<file path="src/hw/crs_pkg.sv">
// constants shared by the receive buffer search block
package crs_pkg;
    localparam int NB = 8;
    localparam int IDX_W = 3;
    localparam int ID_W = 29;
    localparam int DLC_W = 4;
    localparam int DATA_W = 64;
    localparam int TYPE_W = 3;
    localparam int LINK_W = 3;
    localparam int EV_W = 4;

    // receive type codes and priority levels
    localparam logic [TYPE_W-1:0] RX_TYPE_MIN = 3'h1;
    localparam logic [TYPE_W-1:0] RX_TYPE_MAX = 3'h5;
    localparam logic [LINK_W-1:0] LINK_UNMASKED = 3'h0;
    localparam logic [LINK_W-1:0] LINK_LAST = 3'h4;

    // global register byte offsets
    localparam logic [11:0] OFS_STATUS = 12'h000;
    localparam logic [11:0] OFS_IRQ_MASK = 12'h004;
    localparam logic [11:0] OFS_LAST = 12'h008;
    // buffer m sits at (BUF_REGION << 8) + m * 0x20
    localparam logic [3:0] BUF_REGION = 4'h1;
    localparam logic [4:0] OFS_BUF_CFG = 5'h00;
    localparam logic [4:0] OFS_BUF_CTL = 5'h04;
    localparam logic [4:0] OFS_BUF_ID = 5'h08;
    localparam logic [4:0] OFS_BUF_DLO = 5'h0c;
    localparam logic [4:0] OFS_BUF_DHI = 5'h10;

    // buffer_config_reg fields
    localparam int CFG_USE_BIT = 0;
    localparam int CFG_TYPE_LSB = 1;
    localparam int CFG_LINK_LSB = 4;
    // buffer_control_reg fields
    localparam int CTL_RDY_BIT = 0;
    localparam int CTL_FULL_BIT = 1;
    localparam int CTL_OW_BIT = 2;
    localparam int CTL_DLC_LSB = 4;
    // status / mask event bits, and the valid bit of the last-store register
    localparam int EV_STORED = 0;
    localparam int EV_OVERWRITE = 1;
    localparam int EV_DISCARD = 2;
    localparam int EV_NOMATCH = 3;
    localparam int LAST_VALID_BIT = 8;

    // reset values
    localparam logic [EV_W-1:0] STATUS_RST = 4'h0;
    localparam logic [EV_W-1:0] IRQ_MASK_RST = 4'h0;
    localparam logic [TYPE_W-1:0] TYPE_RST = 3'h0;
    localparam logic [LINK_W-1:0] LINK_RST = 3'h0;

    typedef enum logic [1:0] {
        CRS_BUS_IDLE,
        CRS_BUS_WR,
        CRS_BUS_RDWAIT
    } crs_bus_t;
endpackage

</file>
<file path="src/hw/crs_rank.sv">
// fixed-priority pick of one buffer among the candidates
`timescale 1ns/1ps
`default_nettype none
module crs_rank
    import crs_pkg::*;
(
    input wire logic [NB-1:0] cand,
    input wire logic [NB-1:0][LINK_W-1:0] link,
    output logic win_vld,
    output logic [IDX_W-1:0] win_idx
);
    logic [LINK_W-1:0] best;

    // lower link code wins; equal codes go to the lower index
    always_comb begin
        best = LINK_LAST;
        win_vld = 1'b0;
        win_idx = '0;
        for (int i = NB - 1; i >= 0; i--) begin
            if (cand[i] && (!win_vld || link[i] <= best)) begin
                best = link[i];
                win_vld = 1'b1;
                win_idx = IDX_W'(i);
            end
        end
    end
endmodule
`default_nettype wire

</file>
<file path="src/hw/crs_rx_search.sv">
// receive buffer search and store, with ahb-lite register access
// What this block does
// - every received frame is checked against the whole buffer array.
// - a buffer joins the search only while its in-use bit is 1.
// - a buffer counts as receive only with type code 001 to 101.
// - a buffer is considered only while its ready bit is 1.
// - unmasked buffers rank first, then those linked to masks 1 to 4.
// - the frame goes only to the top ranked matching buffer.
// - the winner accepts if not full, or full with overwrite enabled.
// - a full winner without overwrite drops the frame, no fallback.
`timescale 1ns/1ps
`default_nettype none
module crs_rx_search
    import crs_pkg::*;
(
    input wire logic clk,
    input wire logic srst,
    // ahb-lite slave
    input wire logic hsel,
    input wire logic [31:0] haddr,
    input wire logic [1:0] htrans,
    input wire logic hwrite,
    input wire logic [2:0] hsize,
    input wire logic [31:0] hwdata,
    input wire logic hready,
    output logic hreadyout,
    output logic hresp,
    output logic [31:0] hrdata,
    // protocol engine side
    input wire logic rx_store,
    input wire logic [ID_W-1:0] rx_id,
    input wire logic [DLC_W-1:0] rx_dlc,
    input wire logic [DATA_W-1:0] rx_data,
    input wire logic [NB-1:0] rx_match,
    output logic rx_done,
    output logic rx_accepted,
    output logic [IDX_W-1:0] rx_index,
    output logic irq
);
    // bus state
    crs_bus_t bus_q;
    crs_bus_t bus_d;
    logic [11:0] addr_q;
    logic [31:0] hrdata_q;

    // per-buffer state
    logic [NB-1:0] in_use_q;
    logic [NB-1:0][TYPE_W-1:0] type_q;
    logic [NB-1:0][LINK_W-1:0] link_q;
    logic [NB-1:0] ready_q;
    logic [NB-1:0] full_q;
    logic [NB-1:0] ow_q;
    logic [NB-1:0][ID_W-1:0] id_q;
    logic [NB-1:0][DLC_W-1:0] dlc_q;
    logic [NB-1:0][DATA_W-1:0] data_q;

    // global state
    logic [EV_W-1:0] status_q;
    logic [EV_W-1:0] mask_q;
    logic last_vld_q;
    logic [IDX_W-1:0] last_idx_q;
    logic rx_done_q;
    logic rx_acc_q;
    logic [IDX_W-1:0] rx_idx_q;

    // address helpers, used by both the write and the read path
    function automatic logic in_buf_region(input logic [11:0] a);
        return a[11:8] == BUF_REGION;
    endfunction

    function automatic logic [IDX_W-1:0] buf_of(input logic [11:0] a);
        return a[5 +: IDX_W];
    endfunction

    // ---------------- ahb-lite slave ----------------
    wire addr_take = hsel && htrans[1] && hready;
    wire wr_phase = bus_q == CRS_BUS_WR;
    wire wr_global = wr_phase && !in_buf_region(addr_q);
    wire wr_buf = wr_phase && in_buf_region(addr_q);
    wire [IDX_W-1:0] wr_idx = buf_of(addr_q);
    wire [4:0] wr_off = addr_q[4:0];
    wire wr_status = wr_global && addr_q == OFS_STATUS;
    wire wr_mask = wr_global && addr_q == OFS_IRQ_MASK;

    // reads take one wait state so a write just before is already visible
    always_comb begin
        bus_d = CRS_BUS_IDLE;
        unique case (bus_q)
            CRS_BUS_IDLE,
            CRS_BUS_WR: begin
                if (addr_take) begin
                    bus_d = hwrite ? CRS_BUS_WR : CRS_BUS_RDWAIT;
                end
            end
            CRS_BUS_RDWAIT: bus_d = CRS_BUS_IDLE;
        endcase
    end

    always_ff @(posedge clk) begin
        if (srst) begin
            bus_q <= CRS_BUS_IDLE;
            addr_q <= 12'h000;
        end else begin
            bus_q <= bus_d;
            if (addr_take) begin
                addr_q <= haddr[11:0];
            end
        end
    end

    assign hreadyout = bus_q != CRS_BUS_RDWAIT;
    assign hresp = 1'b0;
    assign hrdata = hrdata_q;

    // ---------------- read mux ----------------
    wire [IDX_W-1:0] rd_idx = buf_of(addr_q);
    wire [4:0] rd_off = addr_q[4:0];
    wire [31:0] rd_cfg = {25'h0, link_q[rd_idx], type_q[rd_idx],
                          in_use_q[rd_idx]};
    wire [31:0] rd_ctl = {24'h0, dlc_q[rd_idx], 1'b0, ow_q[rd_idx],
                          full_q[rd_idx], ready_q[rd_idx]};
    wire [31:0] rd_id = {3'h0, id_q[rd_idx]};
    wire [31:0] rd_dlo = data_q[rd_idx][31:0];
    wire [31:0] rd_dhi = data_q[rd_idx][63:32];
    wire [31:0] rd_last = {23'h0, last_vld_q, 5'h0, last_idx_q};
    logic [31:0] rd_val;

    // unmapped addresses read as zero
    always_comb begin
        rd_val = 32'h0;
        if (in_buf_region(addr_q)) begin
            case (rd_off)
                OFS_BUF_CFG: rd_val = rd_cfg;
                OFS_BUF_CTL: rd_val = rd_ctl;
                OFS_BUF_ID: rd_val = rd_id;
                OFS_BUF_DLO: rd_val = rd_dlo;
                OFS_BUF_DHI: rd_val = rd_dhi;
                default: rd_val = 32'h0;
            endcase
        end else begin
            case (addr_q)
                OFS_STATUS: rd_val = {28'h0, status_q};
                OFS_IRQ_MASK: rd_val = {28'h0, mask_q};
                OFS_LAST: rd_val = rd_last;
                default: rd_val = 32'h0;
            endcase
        end
    end

    always_ff @(posedge clk) begin
        if (srst) begin
            hrdata_q <= 32'h0;
        end else if (bus_q == CRS_BUS_RDWAIT) begin
            hrdata_q <= rd_val;
        end
    end

    // ---------------- receive search ----------------
    logic [NB-1:0] eligible;
    logic [NB-1:0] cand;
    logic win_vld;
    logic [IDX_W-1:0] win_idx;

    genvar g;
    generate
        for (g = 0; g < NB; g++) begin : g_elig
            // link codes above mask 4 have no rank and never qualify
            assign eligible[g] = in_use_q[g]
                && type_q[g] >= RX_TYPE_MIN
                && type_q[g] <= RX_TYPE_MAX
                && ready_q[g]
                && link_q[g] <= LINK_LAST;
        end
    endgenerate

    // all buffers are scanned on every frame, whatever the mode
    assign cand = eligible & rx_match;

    crs_rank u_rank (
        .cand(cand),
        .link(link_q),
        .win_vld(win_vld),
        .win_idx(win_idx)
    );

    // only the winner is looked at; a refusal is never passed down
    wire win_full = full_q[win_idx];
    wire win_ok = !win_full || ow_q[win_idx];
    wire store = rx_store && win_vld && win_ok;
    wire drop = rx_store && win_vld && !win_ok;
    wire nomatch = rx_store && !win_vld;

    logic [EV_W-1:0] ev;
    always_comb begin
        ev = '0;
        ev[EV_STORED] = store;
        ev[EV_OVERWRITE] = store && win_full;
        ev[EV_DISCARD] = drop;
        ev[EV_NOMATCH] = nomatch;
    end

    // ---------------- per-buffer registers ----------------
    generate
        for (g = 0; g < NB; g++) begin : g_buf
            wire sel = wr_buf && wr_idx == IDX_W'(g);
            wire wr_cfg = sel && wr_off == OFS_BUF_CFG;
            wire wr_ctl = sel && wr_off == OFS_BUF_CTL;
            wire st = store && win_idx == IDX_W'(g);

            always_ff @(posedge clk) begin
                if (srst) begin
                    in_use_q[g] <= 1'b0;
                    type_q[g] <= TYPE_RST;
                    link_q[g] <= LINK_RST;
                end else if (wr_cfg) begin
                    in_use_q[g] <= hwdata[CFG_USE_BIT];
                    type_q[g] <= hwdata[CFG_TYPE_LSB +: TYPE_W];
                    link_q[g] <= hwdata[CFG_LINK_LSB +: LINK_W];
                end
            end

            // a store in the same cycle as a software clear keeps full set
            always_ff @(posedge clk) begin
                if (srst) begin
                    ready_q[g] <= 1'b0;
                    full_q[g] <= 1'b0;
                    ow_q[g] <= 1'b0;
                end else begin
                    if (wr_ctl) begin
                        ready_q[g] <= hwdata[CTL_RDY_BIT];
                        ow_q[g] <= hwdata[CTL_OW_BIT];
                    end
                    if (st) begin
                        full_q[g] <= 1'b1;
                    end else if (wr_ctl) begin
                        full_q[g] <= hwdata[CTL_FULL_BIT];
                    end
                end
            end

            always_ff @(posedge clk) begin
                if (srst) begin
                    id_q[g] <= '0;
                    dlc_q[g] <= '0;
                    data_q[g] <= '0;
                end else if (st) begin
                    id_q[g] <= rx_id;
                    dlc_q[g] <= rx_dlc;
                    data_q[g] <= rx_data;
                end
            end
        end
    endgenerate

    // ---------------- status, mask, interrupt ----------------
    wire [EV_W-1:0] w1c = wr_status ? hwdata[EV_W-1:0] : '0;

    always_ff @(posedge clk) begin
        if (srst) begin
            status_q <= STATUS_RST;
            mask_q <= IRQ_MASK_RST;
        end else begin
            // a new event wins over a write-one-to-clear in the same cycle
            status_q <= (status_q & ~w1c) | ev;
            if (wr_mask) begin
                mask_q <= hwdata[EV_W-1:0];
            end
        end
    end

    assign irq = |(status_q & mask_q);

    // ---------------- engine answer ----------------
    always_ff @(posedge clk) begin
        if (srst) begin
            rx_done_q <= 1'b0;
            rx_acc_q <= 1'b0;
            rx_idx_q <= '0;
            last_vld_q <= 1'b0;
            last_idx_q <= '0;
        end else begin
            rx_done_q <= rx_store;
            rx_acc_q <= store;
            if (rx_store) begin
                rx_idx_q <= win_idx;
            end
            if (store) begin
                last_vld_q <= 1'b1;
                last_idx_q <= win_idx;
            end
        end
    end

    assign rx_done = rx_done_q;
    assign rx_accepted = rx_acc_q;
    assign rx_index = rx_idx_q;
endmodule
`default_nettype wire

</file>
<file path="config.mk">
export PLATFORM = sky130hd
export DESIGN_NAME = crs_rx_search
export DESIGN_NICKNAME = d
export VERILOG_FILES = /design/src/hw/crs_pkg.sv /design/src/hw/crs_rank.sv /design/src/hw/crs_rx_search.sv
export SDC_FILE = /design/constraint.sdc
export NUM_CORES = 2
export LEC_CHECK = 0
export BUFFER_PORTS_ARGS = -buffer_cell sky130_fd_sc_hd__buf_2
export CELL_PAD_IN_SITES_DETAIL_PLACEMENT = 1
export CELL_PAD_IN_SITES_GLOBAL_PLACEMENT = 1
export CORE_MARGIN = 10
export CORE_UTILIZATION = 49
export CTS_CLUSTER_SIZE = 10
export DETAILED_ROUTE_END_ITERATION = 6
export PLACE_DENSITY_LB_ADDON = 0.1
export SYNTH_ARGS = -nofsm -noshare
export SYNTH_HDL_FRONTEND = slang
export SYNTH_SLANG_ARGS = --single-unit
</file>
<file path="constraint.sdc">
create_clock -name clk -period 18.18 [get_ports clk]
set_input_delay 3.636 -clock clk [delete_from_list [all_inputs] [get_ports clk]]
set_output_delay 3.636 -clock clk [all_outputs]
set_load 0.005 [all_outputs]
</file>
==> flow_metrics.tcl <==
set metrics [dict create \
    ant_nets 0 \
    crit_path_end_kind "flip-flop" \
    die_x_um 317 \
    post_dp_cell_area_um2 44600 \
    numCtsBuffers 106 \
    drc 0 \
    dieArea_um2 101000 \
    dp.cells 5279 \
    area_growth_pct 10.0 \
    finalSetupViolCount 0 \
    first_global_vias 34800 \
    cts_tree "done" \
    grt_pass1_wl_um 214000 \
    nets 4433 \
    cts_buffer_depth 3 \
    cts_root_buf "clkbuf_16" \
    slew_violations 0 \
    reg2reg_depth 53 \
    overflow 0 \
    initial_utilization 0.497 \
    slowest_delay_ps 730 \
    htreeDepth 3 \
    finalCritPeriodShare 0.900 \
    p_int_uw 3190 \
    clock_skew_ps 17.8 \
    rsz0062_at_grt "false" \
    routed_wl_um 139000 \
    seqPwrFrac 0.489 \
    cts.repair.resized 0 \
    crit_slowest_cell "a2bb2oi_4" \
    holdWs_ps 445 \
    cpMostUsedCell "ha_1" \
    avgSynthCellArea_um2 10.2 \
    hold_viol_final 0 \
    irDropWorstVdd_mv 0.0649 \
    r2r_slack_ps 4380 \
    grt_antenna_before_repair 10 \
    crit_fanout 38 \
    synthDistinctLibCells 70 \
    max-cap-violations 0 \
    synth-seq-cells 919 \
    netSwitchingFraction 0.228 \
    yosys_warnings 0 \
    r2r-end "id_q[203]$_SDFFE_PP0P_" \
    cp_data_required_time_ps 18760 \
    layout_commonest_cell "dfxtp_1" \
    gp_congestion 0.839 \
    viasPerCell 6.07 \
    min_path_cells 2 \
    path_class "input pin to flip-flop" \
    yosysSeqAreaShare 0.425 \
    track_usage 0.272 \
    max-slew-margin-rel 0.267 \
    clkLatencyLatePin_ps 680 \
    synth_area_um2 43300 \
    p_clk_frac 0.472 \
    syn-instance-count 4256 \
    rr_startpoint "type_q[23]$_SDFFE_PP0P_" \
    powerDensity_nw_per_um2 86.7 \
    synth_edf_count 0 \
    hold-path-endpoint "hrdata[25]$_SDFFE_PP0P_" \
    arrival_ps 16950 \
    start_kind "input pin" \
    post_cts_buffers 0 \
    path_clk_slew_ps 60 \
    worstMarginPinSlew_ps 1100 \
    clock-sinks 919 \
    cts-hold-fix-buffers 0 \
    syn_nets 4457 \
    core_um2 87200 \
    ios 220 \
    power_frac_comb 0.039 \
    final_cell_mix "dfxtp_1 (916), mux2i_1 (686), nand2b_1 (683)" \
    hpwl_um 81400 \
    vias 33000 \
    power_switching_uw 944 \
    die_y_um 317 \
    drt-pass1-iter-count 5 \
    max_freq_mhz 61.1 \
    leakagePower_uw 0.0204 \
    post_drt_wl_per_cell_um 25.5 \
    fin_util 0.547 \
    num_rows 108 \
    status "finished clean" \
    finalSetupTns_ps 0 \
    async_reset_ff_frac 0 \
    synthFlopType "dfxtp_1" \
    drtIter0Drc 2286 \
    hp-class "flip-flop to flip-flop" \
    fin_area_um2 47600 \
    numPortBuffers 169 \
    drive_gt1_frac 0.142 \
    grt_max_degree 226 \
    final_cells 5431 \
    min_period_ps 16370 \
    hp-start "hrdata[25]$_SDFFE_PP0P_" \
]
power groups by stage:
stage                     combinational [µW]  clock, µW  sequential, µW
after floorplan                          102          0            2060
after global placement                   160          0            2060
after detailed placement                 160          0            2060
after CTS                                160       1980            2020
after global routing                     170       2060            2020
final                                    160       1950            2020
area by class of cell:
cell class	count	area, µm²
timing repair buffer	222	1440
clock inverter	7	108
clock buffer	142	2910
multi-input combinational	2956	23200
inverter	27	106
fill	9476	39500
tap	1155	1450
antenna	3	7.51
sequential	919	18400
routing by layer:
layer,track usage,part of all wire
met1,0.360,0.44
met2,0.458,0.48
met3,0.0416,0.047
met4,0.0776,0.027
met5,0,0.000094
kinds of logic after synthesis:
kind of cell / after synthesis / share of synthesized area
adders and majority gates: 21 / 0.00607
buffers and inverters: 381 / 0.0419
and+or+nand+nor: 1345 / 0.169
DFF: 919 / 0.425
AOI/OAI and AO/OA: 679 / 0.0859
muxes: 910 / 0.272
other: 1 / 0.0000866
per-stage QoR:
| step | setup slack, ps | total power, µW |
|---|---|---|
| 2_1_floorplan | 4400 | 2160 |
| 3_3_place_gp | 1660 | 2220 |
| 3_5_place_dp | 1320 | 2220 |
| 4_1_cts | 2010 | 4160 |
| 5_1_grt | 831 | 4250 |
| 6_report | 1810 | 4130 |
critical path, delay by kind of cell:
kind	cells	cell delay (ps)
compound gates	25	6890
buf+inv	6	970
simple gates	12	2210
mux	4	1390
fa+ha+maj	7	1780
sequential cells by signal (all words and copies together) (netlist names), 12 cells and up:
name,count
dlc_q,32
type_q,24
data_q,512
link_q,24
hrdata,32
id_q,232
addr_q,12
worst max path at each step:
stage / start / endpoint / cells past startpoint
after floorplan: rx_match[7] / data_q[367]$_SDFFE_PP0P_ / 57
after global placement: rx_match[7] / data_q[495]$_SDFFE_PP0P_ / 54
after detailed placement: rx_match[7] / data_q[496]$_SDFFE_PP0P_ / 54
after CTS: rx_match[7] / id_q[203]$_SDFFE_PP0P_ / 54
after global routing: rx_match[7] / data_q[149]$_SDFFE_PP0P_ / 56
final: rx_match[7] / id_q[203]$_SDFFE_PP0P_ / 54
cell usage after synthesis (4+ instances only):
| library cell | count | share of area |
|---|---|---|
| or3_1 | 11 | 0.0016 |
| nor2b_1 | 13 | 0.0019 |
| o21a_1 | 4 | 0.00069 |
| mux2_2 | 10 | 0.0026 |
| nand2_1 | 283 | 0.025 |
| mux2i_1 | 686 | 0.16 |
| buf_2 | 19 | 0.0022 |
| mux4_2 | 214 | 0.11 |
| clkbuf_1 | 226 | 0.020 |
| o22ai_1 | 45 | 0.0065 |
| nand4_1 | 10 | 0.0014 |
| a21o_1 | 5 | 0.00087 |
| buf_6 | 19 | 0.0049 |
| and3_1 | 10 | 0.0014 |
| ha_1 | 21 | 0.0061 |
| nor3_1 | 24 | 0.0028 |
| buf_1 | 35 | 0.0030 |
| a21oi_1 | 334 | 0.039 |
| o21ai_0 | 229 | 0.026 |
| nor2_1 | 69 | 0.0060 |
| nand2b_1 | 683 | 0.099 |
| buf_4 | 51 | 0.0088 |
| a22o_1 | 5 | 0.0010 |
| nand3_1 | 216 | 0.025 |
| o21ai_1 | 17 | 0.0020 |
| dfxtp_1 | 919 | 0.42 |
| inv_1 | 25 | 0.0022 |
Power figures use the tool's default switching activity.
